`src/shared/pllsc_defines.svh`:
```
`ifndef PLLSC_DEFINES_SVH
`define PLLSC_DEFINES_SVH
// ==========================================================
// Serial word and latch routing
`define PLLSC_WORD_W       24
`define PLLSC_SEL_REF      2'h0
`define PLLSC_SEL_DIV      2'h1
`define PLLSC_SEL_FUNC     2'h2
`define PLLSC_SEL_INIT     2'h3
`define PLLSC_LATCH_RST    24'h000000
// ==========================================================
// Function latch fields
`define PLLSC_CNT_RST_BIT  2
`define PLLSC_PD_REQ_BIT   3
`define PLLSC_TRISTATE_BIT 8
`define PLLSC_FL_EN_BIT    9
`define PLLSC_FL_MODE_BIT  10
`define PLLSC_TMO_LSB      11
`define PLLSC_CPI_PRI_LSB  15
`define PLLSC_CPI_SEC_LSB  18
`define PLLSC_PD_SYNC_BIT  21
// ==========================================================
// Divider latch fields
`define PLLSC_FAST_SEL_BIT 21
// ==========================================================
// Timeout table reset contents, in phase-detector cycles
`define PLLSC_TMO_BASE     16'h0003
`define PLLSC_TMO_STEP     16'h0004
// ==========================================================
// Register map (byte addresses)
`define PLLSC_ADDR_REF     8'h00
`define PLLSC_ADDR_DIV     8'h04
`define PLLSC_ADDR_FUNC    8'h08
`define PLLSC_ADDR_INIT    8'h0C
`define PLLSC_ADDR_STAT    8'h10
`define PLLSC_ADDR_LUT     8'h40
`define PLLSC_RESP_OKAY    2'h0
`define PLLSC_RESP_SLVERR  2'h2
`endif

```
`src/shared/pllsc_pkg.sv`:
```
package pllsc_pkg;
  // ==========================================================
  // Pin group after synchronisation
  typedef struct packed {
    logic ce;
    logic le;
    logic sdata;
    logic sclk;
  } pllsc_pins_t;
  // ==========================================================
  // Status word
  typedef struct packed {
    logic       init_armed;
    logic       fast_active;
    logic       power_down;
    logic       counter_load;
    logic       pump_enable;
    logic [2:0] pump_current;
  } pllsc_stat_t;
  // ==========================================================
  // Register read states
  typedef enum logic [1:0] {RD_IDLE, RD_DATA, RD_RESP} pllsc_rd_t;
endpackage

```
`src/pllsc_tmo_table.sv`:
```
`timescale 1ns/10ps
`include "pllsc_defines.svh"
module pllsc_tmo_table import pllsc_pkg::*; #(
  parameter int DW = 16,
  parameter int AW = 4
) (
  input  wire logic          clk_i,
  input  wire logic          rst_n_i,
  input  wire logic          we_i,
  input  wire logic [AW-1:0] waddr_i,
  input  wire logic [DW-1:0] wdata_i,
  input  wire logic [AW-1:0] raddr_a_i,
  output logic      [DW-1:0] rdata_a_o,
  input  wire logic [AW-1:0] raddr_b_i,
  output logic      [DW-1:0] rdata_b_o
);
  localparam int DEPTH = 1 << AW;
  logic [DW-1:0] mem_reg  [DEPTH];
  logic [DW-1:0] mem_next [DEPTH];
  // ==========================================================
  // Default entry for a code
  function automatic logic [DW-1:0] dflt(input int i);
    return DW'(`PLLSC_TMO_BASE + `PLLSC_TMO_STEP * i);
  endfunction
  always_comb begin
    mem_next = mem_reg;
    if (we_i) begin
      mem_next[waddr_i] = wdata_i;
    end
  end
  always_ff @(posedge clk_i or negedge rst_n_i) begin
    if (!rst_n_i) begin
      for (int i = 0; i < DEPTH; i++) begin
        mem_reg[i] <= dflt(i);
      end
      rdata_a_o <= '0;
      rdata_b_o <= '0;
    end else begin
      mem_reg   <= mem_next;
      rdata_a_o <= mem_reg[raddr_a_i];
      rdata_b_o <= mem_reg[raddr_b_i];
    end
  end
endmodule

```
`src/pllsc_top.sv`:
```
// Chosen here: the AXI4-Lite interface to the registers and the placing of the registers.
`timescale 1ns/10ps
`include "pllsc_defines.svh"
module pllsc_top import pllsc_pkg::*; #(
  parameter int TMO_W = 16
) (
  input  wire logic        CLK_SYS_I,
  input  wire logic        RST_B_I,
  input  wire logic        SCLK_I,
  input  wire logic        SDATA_I,
  input  wire logic        LOAD_STROBE_I,
  input  wire logic        CE_I,
  input  wire logic        PD_TICK_I,
  input  wire logic [7:0]  S_AXI_AWADDR_I,
  input  wire logic        S_AXI_AWVALID_I,
  output logic             S_AXI_AWREADY_O,
  input  wire logic [31:0] S_AXI_WDATA_I,
  input  wire logic [3:0]  S_AXI_WSTRB_I,
  input  wire logic        S_AXI_WVALID_I,
  output logic             S_AXI_WREADY_O,
  output logic [1:0]       S_AXI_BRESP_O,
  output logic             S_AXI_BVALID_O,
  input  wire logic        S_AXI_BREADY_I,
  input  wire logic [7:0]  S_AXI_ARADDR_I,
  input  wire logic        S_AXI_ARVALID_I,
  output logic             S_AXI_ARREADY_O,
  output logic [31:0]      S_AXI_RDATA_O,
  output logic [1:0]       S_AXI_RRESP_O,
  output logic             S_AXI_RVALID_O,
  input  wire logic        S_AXI_RREADY_I,
  output logic [2:0]       PUMP_CURRENT_O,
  output logic             PUMP_OUTPUT_EN_O,
  output logic             COUNTER_LOAD_O,
  output logic             RESET_PULSE_O,
  output logic             POWER_DOWN_O,
  output logic             FAST_ACTIVE_O
);
  // ==========================================================
  // Reset release and pin synchronisers
  logic        rst_s1_reg;
  logic        rst_n;
  pllsc_pins_t pins_s1_reg;
  pllsc_pins_t pins_s2_reg;
  pllsc_pins_t pins_s3_reg;
  always_ff @(posedge CLK_SYS_I or negedge RST_B_I) begin
    if (!RST_B_I) begin
      rst_s1_reg <= 1'b0;
      rst_n      <= 1'b0;
    end else begin
      rst_s1_reg <= 1'b1;
      rst_n      <= rst_s1_reg;
    end
  end
  always_ff @(posedge CLK_SYS_I or negedge rst_n) begin
    if (!rst_n) begin
      pins_s1_reg <= '0;
      pins_s2_reg <= '0;
      pins_s3_reg <= '0;
    end else begin
      pins_s1_reg <= {CE_I, LOAD_STROBE_I, SDATA_I, SCLK_I};
      pins_s2_reg <= pins_s1_reg;
      pins_s3_reg <= pins_s2_reg;
    end
  end
  // ==========================================================
  // Latch fields
  logic [23:0]      shift_reg, shift_next, ref_reg, ref_next;
  logic [23:0]      div_reg, div_next, func_reg, func_next;
  logic [23:0]      init_reg, init_next;
  logic             armed_reg, armed_next, pulse_reg, pulse_next;
  logic             spd_reg, spd_next;
  logic [TMO_W-1:0] cnt_reg, cnt_next, lut_q, lut_bq;
  logic             sclk_rise, le_rise, ce, fl_en, fl_mode, fast_sel;
  logic             crst, pd_req, pd_sync_sel, tristate, power_down;
  logic             hold, timer_on, tmo_hit;
  logic [3:0]       tmo_code;
  logic [2:0]       cpi_pri, cpi_sec;
  assign sclk_rise   = pins_s2_reg.sclk & ~pins_s3_reg.sclk;
  assign le_rise     = pins_s2_reg.le & ~pins_s3_reg.le;
  assign ce          = pins_s2_reg.ce;
  assign fl_en       = func_reg[`PLLSC_FL_EN_BIT];
  assign fl_mode     = func_reg[`PLLSC_FL_MODE_BIT];
  assign tmo_code    = func_reg[`PLLSC_TMO_LSB +: 4];
  assign cpi_pri     = func_reg[`PLLSC_CPI_PRI_LSB +: 3];
  assign cpi_sec     = func_reg[`PLLSC_CPI_SEC_LSB +: 3];
  assign crst        = func_reg[`PLLSC_CNT_RST_BIT];
  assign pd_req      = func_reg[`PLLSC_PD_REQ_BIT];
  assign pd_sync_sel = func_reg[`PLLSC_PD_SYNC_BIT];
  assign tristate    = func_reg[`PLLSC_TRISTATE_BIT];
  assign fast_sel    = div_reg[`PLLSC_FAST_SEL_BIT];
  // Chip enable low forces power-down regardless of latches
  assign power_down  = ~ce | (pd_req & pd_sync_sel) | spd_reg;
  assign hold        = power_down | crst | pulse_reg;
  assign timer_on    = fl_en & fl_mode & fast_sel & ~hold;
  assign tmo_hit     = timer_on & PD_TICK_I &
                       ((cnt_reg + TMO_W'(1)) >= lut_q);
  // ==========================================================
  // Serial shift, latch routing and fastlock timer
  always_comb begin
    shift_next = shift_reg;
    ref_next   = ref_reg;
    div_next   = div_reg;
    func_next  = func_reg;
    init_next  = init_reg;
    armed_next = armed_reg;
    pulse_next = 1'b0;
    cnt_next   = cnt_reg;
    spd_next   = spd_reg;
    if (sclk_rise) begin
      shift_next = {shift_reg[22:0], pins_s2_reg.sdata};
    end
    if (!timer_on) begin
      cnt_next = '0;
    end else if (PD_TICK_I) begin
      if (tmo_hit) begin
        cnt_next = '0;
        div_next[`PLLSC_FAST_SEL_BIT] = 1'b0;
      end else begin
        cnt_next = cnt_reg + TMO_W'(1);
      end
    end
    // A new divider word wins over the timer clearing fast select
    if (le_rise) begin
      case (shift_reg[1:0])
        `PLLSC_SEL_REF: begin
          ref_next = shift_reg;
        end
        `PLLSC_SEL_DIV: begin
          div_next = shift_reg;
          if (armed_reg) begin
            pulse_next = 1'b1;
            armed_next = 1'b0;
          end
        end
        `PLLSC_SEL_FUNC: begin
          func_next = shift_reg;
        end
        default: begin
          init_next  = shift_reg;
          func_next  = shift_reg;
          pulse_next = 1'b1;
          armed_next = 1'b1;
        end
      endcase
    end
    if (!(pd_req & ~pd_sync_sel)) begin
      spd_next = 1'b0;
    end else if ((pulse_reg | PD_TICK_I) & ~crst & ce) begin
      spd_next = 1'b1;
    end
  end
  // Latches are reset only by the system reset, never by CE
  always_ff @(posedge CLK_SYS_I or negedge rst_n) begin
    if (!rst_n) begin
      shift_reg <= `PLLSC_LATCH_RST;
      ref_reg   <= `PLLSC_LATCH_RST;
      div_reg   <= `PLLSC_LATCH_RST;
      func_reg  <= `PLLSC_LATCH_RST;
      init_reg  <= `PLLSC_LATCH_RST;
      armed_reg <= 1'b0;
      pulse_reg <= 1'b0;
      cnt_reg   <= '0;
      spd_reg   <= 1'b0;
    end else begin
      shift_reg <= shift_next;
      ref_reg   <= ref_next;
      div_reg   <= div_next;
      func_reg  <= func_next;
      init_reg  <= init_next;
      armed_reg <= armed_next;
      pulse_reg <= pulse_next;
      cnt_reg   <= cnt_next;
      spd_reg   <= spd_next;
    end
  end
  // ==========================================================
  // Analog control outputs
  pllsc_stat_t stat_reg, stat_next;
  always_comb begin
    stat_next              = stat_reg;
    stat_next.init_armed   = armed_reg;
    stat_next.fast_active  = fl_en & fast_sel;
    stat_next.power_down   = power_down;
    stat_next.counter_load = hold;
    stat_next.pump_enable  = ~hold & ~tristate;
    stat_next.pump_current = (fl_en & fast_sel) ? cpi_sec
                                                : cpi_pri;
  end
  always_ff @(posedge CLK_SYS_I or negedge rst_n) begin
    if (!rst_n) begin
      stat_reg <= '0;
    end else begin
      stat_reg <= stat_next;
    end
  end
  assign PUMP_CURRENT_O   = stat_reg.pump_current;
  assign PUMP_OUTPUT_EN_O = stat_reg.pump_enable;
  assign COUNTER_LOAD_O   = stat_reg.counter_load;
  assign POWER_DOWN_O     = stat_reg.power_down;
  assign FAST_ACTIVE_O    = stat_reg.fast_active;
  assign RESET_PULSE_O    = pulse_reg;
  // ==========================================================
  // Register bus
  function automatic logic is_lut(input logic [7:0] a);
    return a[7:6] == 2'(`PLLSC_ADDR_LUT >> 6);
  endfunction
  logic        bvalid_reg, bvalid_next, wtake, lut_we;
  logic [1:0]  bresp_reg, bresp_next, rresp_reg, rresp_next;
  pllsc_rd_t   rst_reg, rst_next;
  logic [7:0]  raddr_reg, raddr_next;
  logic [31:0] rdata_reg, rdata_next;
  logic [3:0]  lut_raddr;
  assign wtake     = S_AXI_AWVALID_I & S_AXI_WVALID_I & ~bvalid_reg;
  assign lut_we    = wtake & is_lut(S_AXI_AWADDR_I) &
                     (S_AXI_WSTRB_I[1:0] == 2'h3);
  assign lut_raddr = (rst_reg == RD_IDLE) ? S_AXI_ARADDR_I[5:2]
                                          : raddr_reg[5:2];
  pllsc_tmo_table #(.DW(TMO_W), .AW(4)) u_table (
    .clk_i     (CLK_SYS_I),
    .rst_n_i   (rst_n),
    .we_i      (lut_we),
    .waddr_i   (S_AXI_AWADDR_I[5:2]),
    .wdata_i   (S_AXI_WDATA_I[TMO_W-1:0]),
    .raddr_a_i (tmo_code),
    .rdata_a_o (lut_q),
    .raddr_b_i (lut_raddr),
    .rdata_b_o (lut_bq)
  );
  always_comb begin
    bvalid_next = bvalid_reg;
    bresp_next  = bresp_reg;
    rst_next    = rst_reg;
    raddr_next  = raddr_reg;
    rdata_next  = rdata_reg;
    rresp_next  = rresp_reg;
    if (wtake) begin
      bvalid_next = 1'b1;
      bresp_next  = is_lut(S_AXI_AWADDR_I) ? `PLLSC_RESP_OKAY
                                           : `PLLSC_RESP_SLVERR;
    end else if (S_AXI_BREADY_I) begin
      bvalid_next = 1'b0;
    end
    case (rst_reg)
      RD_IDLE: begin
        if (S_AXI_ARVALID_I) begin
          raddr_next = S_AXI_ARADDR_I;
          rst_next   = RD_DATA;
        end
      end
      RD_DATA: begin
        rresp_next = `PLLSC_RESP_OKAY;
        rdata_next = 32'h00000000;
        if (is_lut(raddr_reg)) begin
          rdata_next[TMO_W-1:0] = lut_bq;
        end else begin
          case (raddr_reg)
            `PLLSC_ADDR_REF:  rdata_next[23:0] = ref_reg;
            `PLLSC_ADDR_DIV:  rdata_next[23:0] = div_reg;
            `PLLSC_ADDR_FUNC: rdata_next[23:0] = func_reg;
            `PLLSC_ADDR_INIT: rdata_next[23:0] = init_reg;
            `PLLSC_ADDR_STAT: rdata_next[7:0]  = stat_reg;
            default:          rresp_next = `PLLSC_RESP_SLVERR;
          endcase
        end
        rst_next = RD_RESP;
      end
      RD_RESP: begin
        if (S_AXI_RREADY_I) begin
          rst_next = RD_IDLE;
        end
      end
      default: rst_next = RD_IDLE;
    endcase
  end
  always_ff @(posedge CLK_SYS_I or negedge rst_n) begin
    if (!rst_n) begin
      bvalid_reg <= 1'b0;
      bresp_reg  <= `PLLSC_RESP_OKAY;
      rst_reg    <= RD_IDLE;
      raddr_reg  <= 8'h00;
      rdata_reg  <= 32'h00000000;
      rresp_reg  <= `PLLSC_RESP_OKAY;
    end else begin
      bvalid_reg <= bvalid_next;
      bresp_reg  <= bresp_next;
      rst_reg    <= rst_next;
      raddr_reg  <= raddr_next;
      rdata_reg  <= rdata_next;
      rresp_reg  <= rresp_next;
    end
  end
  assign S_AXI_AWREADY_O = wtake;
  assign S_AXI_WREADY_O  = wtake;
  assign S_AXI_BVALID_O  = bvalid_reg;
  assign S_AXI_BRESP_O   = bresp_reg;
  assign S_AXI_ARREADY_O = (rst_reg == RD_IDLE);
  assign S_AXI_RVALID_O  = (rst_reg == RD_RESP);
  assign S_AXI_RDATA_O   = rdata_reg;
  assign S_AXI_RRESP_O   = rresp_reg;
endmodule

```
`config.mk`:
```
export PLATFORM = sky130hd
export DESIGN_NAME = pllsc_top
export DESIGN_NICKNAME = d
export VERILOG_FILES = /design/src/shared/pllsc_pkg.sv /design/src/pllsc_tmo_table.sv /design/src/pllsc_top.sv
export VERILOG_INCLUDE_DIRS = /design/src /design/src/shared
export SDC_FILE = /design/constraint.sdc
export NUM_CORES = 1
export LEC_CHECK = 0
export ABC_AREA = 1
export BUFFER_PORTS_ARGS = -buffer_cell sky130_fd_sc_hd__buf_2
export CORE_ASPECT_RATIO = 0.75
export CORE_MARGIN = 5
export CORE_UTILIZATION = 48
export CTS_BUF_LIST = sky130_fd_sc_hd__clkbuf_4 sky130_fd_sc_hd__clkbuf_8
export DETAILED_ROUTE_END_ITERATION = 8
export GPL_TIMING_DRIVEN = 1
export PLACE_DENSITY_LB_ADDON = 0.12
export SYNTH_ARGS = -nofsm -noshare
export SYNTH_HDL_FRONTEND = slang
export SYNTH_SLANG_ARGS = --single-unit
```
`constraint.sdc`:
```
create_clock -name CLK_SYS_I -period 15.3 [get_ports CLK_SYS_I]
set_input_delay 3.06 -clock CLK_SYS_I [delete_from_list [all_inputs] [get_ports CLK_SYS_I]]
set_output_delay 3.06 -clock CLK_SYS_I [all_outputs]
set_load 0.005 [all_outputs]
```
==> impl_metrics.yaml <==
place:
  gp_congestion: 0.848
  port_buffers: 82
  dp_cells: 3822
  place_hpwl_um: 44800
clocking:
  numCtsBuffers: 82
  ctsHoldBuffers: 0
  cts_tree: "built"
  cts_root_buffer: "clkbuf_8"
  clkSlewWorstSetupHoldPaths_ns: 0.06
  post_cts_buffers: 0
  ctsResizeCount: 0
  h-tree-depth: 3
  clockBufferDepth: 3
  clk_latency_ns: 0.68
  cts.sinks: 484
floorplanning:
  fp.dieW_um: 272
  core_area_sq_mm: 0.0513
  start_util_pct: 48.2
  die_y_um: 207
  num_rows: 72
  ios: 113
  dieArea_sq_mm: 0.0562
setup_path:
  rr_worst_depth: 8
  cpPeakStageDelay_ns: 0.12
  reg2reg_from: "func_reg[12]$_DFFE_PN0P_"
  r2r_setup_slack_ns: 12.03
  cp_max_fo: 3
  slowest_stage: "buf_2"
  r2r_end: "u_table.rdata_a_o[0]$_DFF_PN0_"
  end_kind: "primary output"
  cp.required_ns: 12.24
  crit_path_start: "S_AXI_AWVALID_I"
  setup.worst_path.class: "in2out"
  cp_common_cell: "buf_2"
  start_kind: "input port"
  worstPathArrival_ns: 3.45
  path_cells: "buf_2, nand3_2, inv_1, buf_2"
global_route:
  track_usage_pct: 27.5
  antenna_found_initial: 3
  grt_max_degree: 89
  grt_pass1_vias: 20700
  grt_pass1_wl_um: 121000
  grt-ovfl-total: 0
sta:
  fin_crit_sh_pct: 42.5
  setup_violations: 0
  tightest_slew_ns: 1.09
  grt_setup_unrepaired: "false"
  finalCriticalPeriod_ns: 6.51
  tns_ns: 0
  hold_viol_final: 0
  clock.fmax_mhz: 154
  slew_violations: 0
  relSlewSlack_pct: 27.2
  skew_ns: 0.0325
run_status:
  status: "finished clean"
logic_synthesis:
  synth_cells: 3254
  synth_top_area_cell: "dfrtp_1"
  synth_top_area_share_pct: 42.5
  netlist_top_cells_area: "dfrtp_1, nand2_1, o21ai_0"
  syn-cell-area_sq_mm: 0.0247
  ys_seq_area_share_pct: 49.3
  ys_seq_elements: 484
  yosys_warnings: 0
  synthDistinctLibCells: 38
  syn_area_per_cell_sq_um: 7.60
cells_and_area:
  nNetsFinal: 3321
  largest_reg_flops: 256
  finalNonFillerCells: 3975
  seq_area_sq_mm: 0.0122
  layout_common_cells: "nand2_1, o21ai_0, dfrtp_1"
  multi_input_area_sq_mm: 0.00996
  final_common_cell: "nand2_1"
  fillers: 4909
  syn2layout_area_growth_pct: 9.10
  drive_above_1_share_pct: 11.5
pwr:
  p_comb_share_pct: 35.5
  p_sw_mw: 1.78
  power.internal_mw: 2.56
  power_frac_seq_pct: 35.6
  p_per_area_mw_per_mm2: 161
  p_sw_share_pct: 41.0
  clkPwrFrac_pct: 28.9
  peakVddDrop_mv: 0.150
  p_leak_nw: 12.6
routing:
  firstDrtPassIters: 6
  viasPerCell: 5.52
  wl_per_cell_um: 19.6
  detail-route-antenna-nets: 0
  vias: 21900
  drcViolationCount: 0
  wirelength_um: 77700
  drtIter0Drc: 2251
worst_hold_path:
  hp-class: "reg2reg"
  holdPathEnd: "pins_s2_reg[0]$_DFF_PN0_"
  hold_start: "pins_s1_reg[0]$_DFF_PN0_"
  whs_path_depth: 0
job:
  max_cap_violations: 0
area by class of cell:
class | instances | share of cell area, %
sequential | 484 | 45.2
tap | 666 | 3.09
antenna | 1 | 0.00928
inverter | 398 | 5.55
clock buffer | 138 | 6.30
multi-input combinational | 2155 | 36.9
clock inverter | 14 | 0.329
timing repair buffer | 119 | 2.55
per-layer routing:
layer  routed length (um)  GRT usage [%]  up-vias
met5                   13              0        -
met3                 6370           5.17      166
li1                     -              -    10400
met4                 2180           9.09        2
met1                35800           40.8    10400
met2                33400           41.2      926
logic make-up (layout without fill, tap and decap cells):
group                    Yosys count  after routing  synth area share, %
XOR/XNOR                           8              8                0.283
AO/OA/AOI/OAI                    710            710                 14.5
buffers and inverters            624            669                 10.7
AND/OR/NAND/NOR                 1408           1408                 24.3
flip-flops                       484            484                 49.3
multiplexers                       1              1               0.0455
other                              2             12               0.0304
adder cells (fa/ha/maj)           17             17                0.860
Yosys cell counts (all sizes together):
cell type	number
o21ai	564
ha	17
conb	2
a31oi	5
nor3	9
nand2	910
or2	1
dfrtp	420
dfstp	64
o211ai	1
mux2	1
xor2	6
clkbuf	123
nor2	71
and2	1
nand4	24
buf	103
xnor2	2
nand3	390
clkinv	4
nand3b	2
inv	394
a21oi	140
worst max-delay path, delay by kind of cell:
family	cells	cell delay (ns)
buf+inv	3	0.29
simple gates	1	0.09
power groups by stage:
stage	Combinational (mW)	Clock (mW)	Sequential, mW
4_1_cts	1.51	1.28	1.54
3_3_place_gp	1.49	0	1.56
3_5_place_dp	1.51	0	1.56
2_1_floorplan	1.08	0	1.53
5_1_grt	1.70	1.34	1.56
6_report	1.54	1.25	1.54
metrics by stage:
stage	area, sq um	total power, mW	utilization (%)	hold WS, ns	worst slack (ns)
2_1_floorplan	24800	2.61	-	0.331	0.923
3_3_place_gp	25200	3.05	49.1	0.332	8.81
3_5_place_dp	25200	3.07	49.1	0.337	8.79
4_1_cts	27000	4.34	52.6	0.351	8.79
5_1_grt	27000	4.59	52.6	0.361	8.75
6_report	27000	4.33	52.6	0.348	8.79
worst max path at each step:
stage	end	slack (ns)	cells past startpoint
3_3_place_gp	S_AXI_AWREADY_O	8.81	4
6_report	S_AXI_WREADY_O	8.79	4
5_1_grt	S_AXI_WREADY_O	8.75	4
3_5_place_dp	S_AXI_WREADY_O	8.79	4
2_1_floorplan	COUNTER_LOAD_O$_DFF_PN0_	0.92	0
4_1_cts	S_AXI_WREADY_O	8.79	4
(Power assumes the default switching activity.)
